[config.mk]
export PLATFORM = sky130hd
export DESIGN_NAME = acar_ctrl
export DESIGN_NICKNAME = d
export VERILOG_FILES = /design/src/acar_chan_decode.v /design/src/acar_ctrl.v /design/src/acar_prescaler.v
export VERILOG_INCLUDE_DIRS = /design/src
export SDC_FILE = /design/constraint.sdc
export NUM_CORES = 1
export LEC_CHECK = 0
export BUFFER_PORTS_ARGS = -buffer_cell sky130_fd_sc_hd__buf_2
export CAP_MARGIN = 15
export CORE_MARGIN = 5
export CORE_UTILIZATION = 50
export CTS_CLUSTER_DIAMETER = 60
export DETAILED_ROUTE_END_ITERATION = 12
export PLACE_DENSITY = 0.72
export SYNTH_ARGS = -nofsm -noshare
export SYNTH_HDL_FRONTEND = slang
export SYNTH_SLANG_ARGS = --single-unit
[constraint.sdc]
create_clock -name ref_clk -period 2.7 [get_ports ref_clk]
set_clock_uncertainty 0.05 [all_clocks]
set_input_delay 0.54 -clock ref_clk [delete_from_list [all_inputs] [get_ports ref_clk]]
set_output_delay 0.54 -clock ref_clk [all_outputs]
set_load 0.1 [all_outputs]
[src/acar_defines.vh]
// register offsets, field positions, reset values and counts for the converter control
`ifndef ACAR_DEFINES_VH
`define ACAR_DEFINES_VH

`define ACAR_ADDR_WIDTH 6
`define ACAR_OFS_CTRL_B 6'h03
`define ACAR_OFS_RESULT_LOW 6'h04
`define ACAR_OFS_RESULT_HIGH 6'h05
`define ACAR_OFS_CTRL_A 6'h06
`define ACAR_OFS_CHANNEL 6'h07

`define ACAR_RESET_BYTE 8'h00

`define ACAR_CA_ENABLE 7
`define ACAR_CA_START 6
`define ACAR_CA_AUTO 5
`define ACAR_CA_DONE 4
`define ACAR_CA_IRQ_EN 3
`define ACAR_CA_DIV_HI 2
`define ACAR_CA_DIV_LO 0

`define ACAR_CB_BIPOLAR 7
`define ACAR_CB_CMP_MUX 6
`define ACAR_CB_RSVD5 5
`define ACAR_CB_LEFT 4
`define ACAR_CB_RSVD3 3
`define ACAR_CB_TRIG_HI 2
`define ACAR_CB_TRIG_LO 0

`define ACAR_CH_REF_HI 7
`define ACAR_CH_REF_LO 6
`define ACAR_CH_MUX_HI 5
`define ACAR_CH_MUX_LO 0

`define ACAR_TRIG_FREE_RUN 3'h0

`define ACAR_FIRST_CONV_TICKS 5'h19
`define ACAR_NORMAL_CONV_TICKS 5'h0D
`define ACAR_FIRST_SAMPLE_TICKS 5'h0E
`define ACAR_NORMAL_SAMPLE_TICKS 5'h02

`define ACAR_KIND_SINGLE 3'h0
`define ACAR_KIND_DIFF 3'h1
`define ACAR_KIND_OFFSET_CAL 3'h2
`define ACAR_KIND_GROUND 3'h3
`define ACAR_KIND_BANDGAP 3'h4
`define ACAR_KIND_TEMP 3'h5

`define ACAR_INPUT_NONE 3'h0

`endif

[src/acar_chan_decode.v]
// registered decoder from channel code to input pair, gain and source kind
`timescale 1ns/1ns
`include "acar_defines.vh"

module acar_chan_decode (
	input wire ref_clk,
	input wire rstn,
	input wire [5:0] channel_code,
	output reg [2:0] pos_input,
	output reg [2:0] neg_input,
	output reg [2:0] source_kind,
	output reg gain_20x
);

	reg [2:0] next_pos;
	reg [2:0] next_neg;
	reg [2:0] next_kind;
	reg next_gain;
	reg [5:0] pair;

	// normal pair table, index is code bits 4..1; returns {positive, negative}
	function [5:0] pair_lookup;
		input [3:0] idx;
		begin
			case (idx)
				4'h4: pair_lookup = {3'h0, 3'h1};
				4'h5: pair_lookup = {3'h0, 3'h3};
				4'h6: pair_lookup = {3'h1, 3'h2};
				4'h7: pair_lookup = {3'h1, 3'h3};
				4'h8: pair_lookup = {3'h2, 3'h3};
				4'h9: pair_lookup = {3'h3, 3'h4};
				4'hA: pair_lookup = {3'h3, 3'h5};
				4'hB: pair_lookup = {3'h3, 3'h6};
				4'hC: pair_lookup = {3'h3, 3'h7};
				4'hD: pair_lookup = {3'h4, 3'h5};
				4'hE: pair_lookup = {3'h5, 3'h6};
				4'hF: pair_lookup = {3'h6, 3'h7};
				default: pair_lookup = {3'h0, 3'h0};
			endcase
		end
	endfunction

	always @*
	begin
		pair = pair_lookup(channel_code[4:1]);
		next_pos = channel_code[2:0];
		next_neg = `ACAR_INPUT_NONE;
		next_kind = `ACAR_KIND_SINGLE;
		next_gain = 1'b0;
		if (channel_code[4:3] != 2'h0)
		begin
			next_kind = `ACAR_KIND_DIFF;
			next_gain = channel_code[0];
			if (channel_code[5])
			begin
				next_pos = pair[2:0];
				next_neg = pair[5:3];
			end
			else
			begin
				next_pos = pair[5:3];
				next_neg = pair[2:0];
			end
		end
		else if (channel_code[5])
		begin
			case (channel_code[2:0])
				3'h0: next_kind = `ACAR_KIND_GROUND;
				3'h1: next_kind = `ACAR_KIND_BANDGAP;
				3'h2: next_kind = `ACAR_KIND_TEMP;
				3'h3:
				begin
					next_kind = `ACAR_KIND_OFFSET_CAL;
					next_pos = 3'h0;
					next_gain = 1'b1;
				end
				3'h4, 3'h5:
				begin
					next_kind = `ACAR_KIND_OFFSET_CAL;
					next_pos = 3'h3;
					next_gain = channel_code[0];
				end
				default:
				begin
					next_kind = `ACAR_KIND_OFFSET_CAL;
					next_pos = 3'h7;
					next_gain = channel_code[0];
				end
			endcase
			if (next_kind == `ACAR_KIND_OFFSET_CAL)
				next_neg = next_pos;
			else
				next_pos = `ACAR_INPUT_NONE;
		end
	end

	always @(posedge ref_clk or negedge rstn)
	begin
		if (!rstn)
		begin
			pos_input <= 3'h0;
			neg_input <= 3'h0;
			source_kind <= `ACAR_KIND_SINGLE;
			gain_20x <= 1'b0;
		end
		else
		begin
			pos_input <= next_pos;
			neg_input <= next_neg;
			source_kind <= next_kind;
			gain_20x <= next_gain;
		end
	end

endmodule

[src/acar_ctrl.v]
// converter control, trigger, completion flag and result registers
//
// Chosen here: the address-and-strobe port.
`timescale 1ns/1ns
`include "acar_defines.vh"

module acar_ctrl #(
	parameter RESULT_WIDTH = 10,
	parameter TRIGGER_COUNT = 8
)(
	input wire ref_clk,
	input wire rstn,
	input wire [5:0] bus_addr,
	input wire [7:0] bus_wdata,
	input wire bus_wr,
	input wire bus_rd,
	output reg [7:0] bus_rdata,
	input wire [TRIGGER_COUNT-1:0] trigger_sources,
	input wire global_irq_enable,
	input wire irq_vector_ack,
	input wire [RESULT_WIDTH-1:0] analog_result,
	output wire irq_request,
	output wire converter_power,
	output wire conversion_active,
	output reg conversion_complete,
	output reg sample_hold,
	output wire converter_tick,
	output reg [1:0] reference_select,
	output wire [2:0] pos_input,
	output wire [2:0] neg_input,
	output wire [2:0] source_kind,
	output wire gain_20x,
	output wire bipolar_mode
);

	localparam ST_IDLE = 2'b01;
	localparam ST_CONV = 2'b10;

	reg [1:0] state;
	reg [5:0] channel_select;
	reg [1:0] reference_sw;
	reg [5:0] active_channel;
	reg converter_enable;
	reg conversion_start;
	reg auto_trigger_enable;
	reg conversion_done_flag;
	reg conversion_done_irq_enable;
	reg [2:0] converter_clock_divider;
	reg bipolar_bit;
	reg comparator_mux_bit;
	reg reserved5_bit;
	reg result_left_adjust;
	reg reserved3_bit;
	reg [2:0] trigger_source_select;
	reg [2:0] prev_trigger_select;
	reg prev_trigger_level;
	reg [RESULT_WIDTH-1:0] conversion_result_bits;
	reg result_locked;
	reg first_pending;
	reg [4:0] tick_count;
	reg [4:0] conv_length;
	reg [4:0] sample_length;

	wire wr_ctrl_a = bus_wr && (bus_addr == `ACAR_OFS_CTRL_A);
	wire wr_ctrl_b = bus_wr && (bus_addr == `ACAR_OFS_CTRL_B);
	wire wr_channel = bus_wr && (bus_addr == `ACAR_OFS_CHANNEL);
	wire rd_low = bus_rd && (bus_addr == `ACAR_OFS_RESULT_LOW);
	wire rd_high = bus_rd && (bus_addr == `ACAR_OFS_RESULT_HIGH);

	wire next_enable = wr_ctrl_a ? bus_wdata[`ACAR_CA_ENABLE] : converter_enable;
	wire [5:0] next_channel = wr_channel ? bus_wdata[`ACAR_CH_MUX_HI:`ACAR_CH_MUX_LO] :
		channel_select;
	wire [1:0] next_reference = wr_channel ? bus_wdata[`ACAR_CH_REF_HI:`ACAR_CH_REF_LO] :
		reference_sw;

	wire sw_start = wr_ctrl_a && bus_wdata[`ACAR_CA_START] && bus_wdata[`ACAR_CA_ENABLE];
	wire trigger_level = (trigger_source_select == `ACAR_TRIG_FREE_RUN) ?
		conversion_done_flag : trigger_sources[trigger_source_select];
	wire trigger_rise = trigger_level && !prev_trigger_level;
	wire to_free_run = (trigger_source_select == `ACAR_TRIG_FREE_RUN) &&
		(prev_trigger_select != `ACAR_TRIG_FREE_RUN);
	wire trigger_event = auto_trigger_enable && trigger_rise && !to_free_run;
	wire start_now = (state == ST_IDLE) && next_enable && (sw_start || trigger_event);
	wire tick;
	wire finishing = (state == ST_CONV) && tick && (tick_count == conv_length - 1'b1);

	wire [7:0] result_high_byte = result_left_adjust ?
		conversion_result_bits[9:2] : {6'h00, conversion_result_bits[9:8]};
	wire [7:0] result_low_byte = result_left_adjust ?
		{conversion_result_bits[1:0], 6'h00} : conversion_result_bits[7:0];
	wire [7:0] control_status_a = {converter_enable, conversion_start, auto_trigger_enable,
		conversion_done_flag, conversion_done_irq_enable, converter_clock_divider};
	wire [7:0] control_status_b = {bipolar_bit, comparator_mux_bit, reserved5_bit,
		result_left_adjust, reserved3_bit, trigger_source_select};

	assign irq_request = conversion_done_flag && conversion_done_irq_enable &&
		global_irq_enable;
	assign converter_power = converter_enable;
	assign conversion_active = (state == ST_CONV);
	assign converter_tick = tick;
	assign bipolar_mode = bipolar_bit;

	acar_prescaler #(
		.COUNT_WIDTH(7)
	) u_prescaler (
		.ref_clk(ref_clk),
		.rstn(rstn),
		.run(converter_enable),
		.divider_code(converter_clock_divider),
		.tick(tick)
	);

	acar_chan_decode u_decode (
		.ref_clk(ref_clk),
		.rstn(rstn),
		.channel_code(active_channel),
		.pos_input(pos_input),
		.neg_input(neg_input),
		.source_kind(source_kind),
		.gain_20x(gain_20x)
	);

	// software writable fields
	always @(posedge ref_clk or negedge rstn)
	begin
		if (!rstn)
		begin
			channel_select <= 6'h00;
			reference_sw <= 2'h0;
			converter_enable <= 1'b0;
			auto_trigger_enable <= 1'b0;
			conversion_done_irq_enable <= 1'b0;
			converter_clock_divider <= 3'h0;
			bipolar_bit <= 1'b0;
			comparator_mux_bit <= 1'b0;
			reserved5_bit <= 1'b0;
			result_left_adjust <= 1'b0;
			reserved3_bit <= 1'b0;
			trigger_source_select <= 3'h0;
		end
		else
		begin
			channel_select <= next_channel;
			reference_sw <= next_reference;
			if (wr_ctrl_a)
			begin
				converter_enable <= bus_wdata[`ACAR_CA_ENABLE];
				auto_trigger_enable <= bus_wdata[`ACAR_CA_AUTO];
				conversion_done_irq_enable <= bus_wdata[`ACAR_CA_IRQ_EN];
				converter_clock_divider <= bus_wdata[`ACAR_CA_DIV_HI:`ACAR_CA_DIV_LO];
			end
			if (wr_ctrl_b)
			begin
				bipolar_bit <= bus_wdata[`ACAR_CB_BIPOLAR];
				comparator_mux_bit <= bus_wdata[`ACAR_CB_CMP_MUX];
				reserved5_bit <= bus_wdata[`ACAR_CB_RSVD5];
				result_left_adjust <= bus_wdata[`ACAR_CB_LEFT];
				reserved3_bit <= bus_wdata[`ACAR_CB_RSVD3];
				trigger_source_select <= bus_wdata[`ACAR_CB_TRIG_HI:`ACAR_CB_TRIG_LO];
			end
		end
	end

	// conversion sequencer
	always @(posedge ref_clk or negedge rstn)
	begin
		if (!rstn)
		begin
			state <= ST_IDLE;
			conversion_start <= 1'b0;
			first_pending <= 1'b1;
			tick_count <= 5'h00;
			conv_length <= `ACAR_NORMAL_CONV_TICKS;
			sample_length <= `ACAR_NORMAL_SAMPLE_TICKS;
			sample_hold <= 1'b0;
			conversion_complete <= 1'b0;
		end
		else if (!next_enable)
		begin
			state <= ST_IDLE;
			conversion_start <= 1'b0;
			first_pending <= 1'b1;
			tick_count <= 5'h00;
			sample_hold <= 1'b0;
			conversion_complete <= 1'b0;
		end
		else
		begin
			conversion_complete <= 1'b0;
			case (state)
				ST_IDLE:
				begin
					if (start_now)
					begin
						state <= ST_CONV;
						conversion_start <= 1'b1;
						first_pending <= 1'b0;
						tick_count <= 5'h00;
						sample_hold <= 1'b1;
						if (first_pending)
						begin
							conv_length <= `ACAR_FIRST_CONV_TICKS;
							sample_length <= `ACAR_FIRST_SAMPLE_TICKS;
						end
						else
						begin
							conv_length <= `ACAR_NORMAL_CONV_TICKS;
							sample_length <= `ACAR_NORMAL_SAMPLE_TICKS;
						end
					end
				end
				ST_CONV:
				begin
					if (finishing)
					begin
						state <= ST_IDLE;
						conversion_start <= 1'b0;
						conversion_complete <= 1'b1;
						tick_count <= 5'h00;
					end
					else if (tick)
					begin
						tick_count <= tick_count + 1'b1;
						if (tick_count == sample_length - 1'b1)
							sample_hold <= 1'b0;
					end
				end
				default:
				begin
					state <= ST_IDLE;
					conversion_start <= 1'b0;
				end
			endcase
		end
	end

	// channel and reference seen by the converter only change between conversions
	always @(posedge ref_clk or negedge rstn)
	begin
		if (!rstn)
		begin
			active_channel <= 6'h00;
			reference_select <= 2'h0;
		end
		else if (state == ST_IDLE || finishing)
		begin
			active_channel <= next_channel;
			reference_select <= next_reference;
		end
	end

	// result capture, read lock and done flag
	always @(posedge ref_clk or negedge rstn)
	begin
		if (!rstn)
		begin
			conversion_result_bits <= {RESULT_WIDTH{1'b0}};
			result_locked <= 1'b0;
			conversion_done_flag <= 1'b0;
		end
		else
		begin
			if (finishing && !result_locked)
				conversion_result_bits <= analog_result;
			if (rd_low)
				result_locked <= 1'b1;
			else if (rd_high)
				result_locked <= 1'b0;
			if (finishing)
				conversion_done_flag <= 1'b1;
			else if ((wr_ctrl_a && bus_wdata[`ACAR_CA_DONE]) || irq_vector_ack)
				conversion_done_flag <= 1'b0;
		end
	end

	// trigger edge history
	always @(posedge ref_clk or negedge rstn)
	begin
		if (!rstn)
		begin
			prev_trigger_level <= 1'b0;
			prev_trigger_select <= 3'h0;
		end
		else
		begin
			prev_trigger_level <= trigger_level;
			prev_trigger_select <= trigger_source_select;
		end
	end

	// read data, valid only in the cycle after the read strobe
	always @(posedge ref_clk or negedge rstn)
	begin
		if (!rstn)
			bus_rdata <= `ACAR_RESET_BYTE;
		else if (bus_rd)
		begin
			case (bus_addr)
				`ACAR_OFS_CHANNEL: bus_rdata <= {reference_sw, channel_select};
				`ACAR_OFS_CTRL_A: bus_rdata <= control_status_a;
				`ACAR_OFS_RESULT_HIGH: bus_rdata <= result_high_byte;
				`ACAR_OFS_RESULT_LOW: bus_rdata <= result_low_byte;
				`ACAR_OFS_CTRL_B: bus_rdata <= control_status_b;
				default: bus_rdata <= `ACAR_RESET_BYTE;
			endcase
		end
		else
			bus_rdata <= `ACAR_RESET_BYTE;
	end

endmodule

[src/acar_prescaler.v]
// converter clock prescaler producing one tick per division period
`timescale 1ns/1ns
`include "acar_defines.vh"

module acar_prescaler #(
	parameter COUNT_WIDTH = 7
)(
	input wire ref_clk,
	input wire rstn,
	input wire run,
	input wire [2:0] divider_code,
	output reg tick
);

	reg [COUNT_WIDTH-1:0] count;

	function [COUNT_WIDTH-1:0] divide_limit;
		input [2:0] code;
		begin
			if (code < 3'h2)
				divide_limit = {{(COUNT_WIDTH-1){1'b0}}, 1'b1};
			else
				divide_limit = (({{(COUNT_WIDTH-1){1'b0}}, 1'b1}) << code) - 1'b1;
		end
	endfunction

	always @(posedge ref_clk or negedge rstn)
	begin
		if (!rstn)
		begin
			count <= {COUNT_WIDTH{1'b0}};
			tick <= 1'b0;
		end
		else if (!run)
		begin
			count <= {COUNT_WIDTH{1'b0}};
			tick <= 1'b0;
		end
		else if (count >= divide_limit(divider_code))
		begin
			count <= {COUNT_WIDTH{1'b0}};
			tick <= 1'b1;
		end
		else
		begin
			count <= count + 1'b1;
			tick <= 1'b0;
		end
	end

endmodule

==> impl_metrics.toml <==
[status]
status = "complete, no violations"

[floorplanning]
dieWidth_um = 99.3
std_cell_rows = 32
fp.coreArea_sq_mm = 0.00777
dieArea_sq_mm = 0.00987
io_pins = 65
initial_core_util_pct = 51.4
die-height_um = 99.3

[global_routing]
track_usage_pct = 19.0
grt_use_met2_pct = 32.3
first_global_vias = 3071
grt-ovfl-total = 0
grt_use_met3_pct = 4.42
grtUsageMet1_pct = 23.6
antenna_found_initial = 0
grt_max_degree = 47
grt-busiest-layer = "met2"
grt_pass1_wl_um = 14900

[route]
final_antenna_net_count = 0
post_drt_wl_per_cell_um = 16.7
post_drt_via_cell_ratio = 5.58
drc = 0
drtPass1Iterations = 5
via_count = 2944
wl_um = 8830
drtIter0Drc = 131

[final_layout]
drive_gt1_share_pct = 31.7
antennaDiodeCount = 0
nets = 474
area_growth_pct = 16.9
fillers = 642

[clock_network]
ctsHtreeMaxLevel = 3
cts_tree = "done"
cts_setup_buffers = 0
insertion_delay_ns = 0.35
cts_resized = 0
cts_buffers = 9
clk_pin_slew_ns = 0.09
cts_hold_buf = 0
cts.path.max_buffers = 2
clk_root_buffer_cell = "clkbuf_8"
cts_sinks = 84

[placed_design]
portBuffers = 63
dpl.hpwl_um = 6600
finalWeightedCongestion = 0.841

[worst_setup_path]
worstPathRequired_ns = 2.89
cp-start-kind = "register"
worst-path-stages = 6
worstSetupPathType = "reg2reg"
worstPathMaxFanout = 8
path_delay_family = "multiplexers"
rr_startpoint = "trigger_source_select[0]"
crit_path_max_incr_delay_ns = 0.53
reg2reg_setup_slack_ns = 0.34
cp_cell_sequence = "mux4_2 > mux2_2 > a32oi_1 > o211a_2 > nor4_1 > a211o_1"
critPathCaptureType = "register"
worstRegToRegCells = 6
cpMaxStageDelayCell = "mux4_2"
cp-endpoint = "tick_count[3]"
path_buf_inv = 0
r2r-end = "tick_count[3]"
crit_path_start = "trigger_source_select[0]"
critPathArrivalTime_ns = 2.55

[timing]
clock.fmax_mhz = 424
setup_viol = 0
fin_crit_ns = 2.36
fin_tns_setup_ns = 0
tightest_slew_ns = 0.572
hold_violations = 0
period_share_pct = 87.3
slew_viol_final = 0
rsz0062_at_grt = "false"
slew_headroom_pct = 61.6

[power_and_ir_drop]
clkPwrFrac_pct = 27.7
p_leak_nw = 2.31
combPwrFrac_pct = 23.2
internal_power_mw = 1.92
power_density_mw_per_mm2 = 642
sw_frac_of_total_pct = 35.7
power_mw = 2.99
p_switching_mw = 1.07
seqPwrFrac_pct = 49.1
worst_ir_drop_vdd_uv = 351

[logic_synthesis]
synth_top_flop_cell = "dfrtp_1"
ys_ff_latch = 84
async_reset_ff_share_pct = 100
seq_area_frac_synth_pct = 52.8
synth.avg_cell_area_sq_um = 11.4
ys_types = 54
synth_enable_flop_cells = 0
synth_nets = 402
yosys_warnings = 0
synth_area_sq_mm = 0.00399
syn_inst = 349

[job]
drv_cap = 0

[hold_path]
hold_path.class = "in2async"
[worst reg2reg max path: cells and delay by family, from the launching register on]
kind,cells,cell delay [ns]
multiplexers,2,0.82
AND/OR/NAND/NOR,1,0.08
flip-flops,1,0.49
AO/OA/AOI/OAI,3,0.81
[sequential cells by signal, summed over array words and instances (netlist names), 2 cells and up]
signal,count
active_channel,6
u_prescaler.count,7
channel_select,6
state,2
converter_clock_divider,3
tick_count,5
u_decode.neg_input,3
bus_rdata,8
u_decode.pos_input,3
reference_select,2
reference_sw,2
conversion_result_bits,10
prev_trigger_select,3
trigger_source_select,3
u_decode.source_kind,3
[cell type report]
class / instances / area, sq um / area share (%)
clock buffer: 10 / 138 / 2.95
clock inverter: 6 / 47.5 / 1.02
inverter: 16 / 60.1 / 1.29
multi-input combinational: 236 / 1770 / 38.0
sequential: 84 / 2110 / 45.1
tap: 102 / 128 / 2.74
timing repair buffer: 74 / 413 / 8.85
[Yosys cell counts, drive strengths merged, types with 3 or more instances]
cell type / instances / share of area, %
xnor2: 5 / 1.1
o21ai: 16 / 2.0
or3: 3 / 0.47
nand2b: 6 / 0.94
mux2: 41 / 12
ha: 15 / 4.7
buf: 3 / 0.53
a221oi: 4 / 0.88
a222oi: 6 / 1.5
nand3: 8 / 1.0
and3: 6 / 0.94
xor2: 3 / 0.66
dfrtp: 81 / 51
nor3: 6 / 0.75
clkbuf: 10 / 0.94
a22oi: 5 / 0.94
dfstp: 3 / 2.0
a21o: 4 / 0.75
nor2: 27 / 3.0
nand2: 25 / 2.4
nor4: 5 / 0.78
mux2i: 4 / 1.0
a21oi: 21 / 2.6
inv: 15 / 1.4
[power by group through the flow]
stage | clock network, mW | registers, mW | logic [mW]
6_report | 0.829 | 1.47 | 0.694
5_1_grt | 0.915 | 1.49 | 0.752
4_1_cts | 0.853 | 1.47 | 0.699
3_5_place_dp | 0 | 1.50 | 0.695
3_3_place_gp | 0 | 1.49 | 0.682
2_1_floorplan | 0 | 1.74 | 0.260
[metal layers]
layer	vias to the layer above	wire length [um]
met4	0	171
met2	98	4430
met3	15	548
met5	-	0
met1	1429	3680
li1	1402	-
[worst min path at each step]
stage / startpoint / to / depth (start not counted)
after floorplan: rstn / active_channel[0] / 0
after global placement: u_prescaler.count[0] / u_prescaler.count[0] / 1
after detailed placement: sample_hold / sample_hold / 2
after CTS: rstn / u_prescaler.count[2] / 1
after global routing: rstn / u_prescaler.count[2] / 1
final: rstn / u_prescaler.count[2] / 1
[metrics by stage]
| stage | hold slack [ns] | worst slack, ns | util [%] | area (sq um) | instances |
|---|---|---|---|---|---|
| 2_1_floorplan | 0.194 | 0.158 | - | 4000 | 349 |
| 4_1_cts | 0.145 | 0.329 | 60.1 | 4660 | 528 |
| 5_1_grt | 0.173 | 0.193 | 60.1 | 4660 | 528 |
| 6_report | 0.132 | 0.344 | 60.1 | 4660 | 528 |
| 3_3_place_gp | 0.421 | 0.122 | 57.7 | 4480 | 512 |
| 3_5_place_dp | 0.417 | 0.107 | 57.7 | 4480 | 512 |
[cells by family (layout without fill, tap and decap cells)]
kind of cell               after synthesis  in the layout  share of synthesized area [%]
other                                    1              1                         0.0940
buffers and inverters                   29            106                           2.98
adders and majority gates               16             16                           4.95
AOI/OAI and AO/OA                       71             71                           11.9
muxes                                   47             47                           13.8
DFF                                     84             84                           52.8
and+or+nand+nor                         93             93                           11.8
xor gates and xnor gates                 8              8                           1.76
[cells in the final DEF (no fill, tap or decap), drive strengths merged, types with 4 or more instances in the layout]
master and n:
a21o 4, nor4 5, xnor2 5, clkinvlp 4
a21oi 21, nor2 27, nor3 6, nand2 25
buf 74, mux2i 4, ha 15, a222oi 6
o21ai 16, dfrtp 81, nand3 8, a221oi 4
inv 16, and3 6, mux2 41, clkbuf 10
nand2b 6, a22oi 5
No activity file was read; power rests on OpenSTA's default activity.
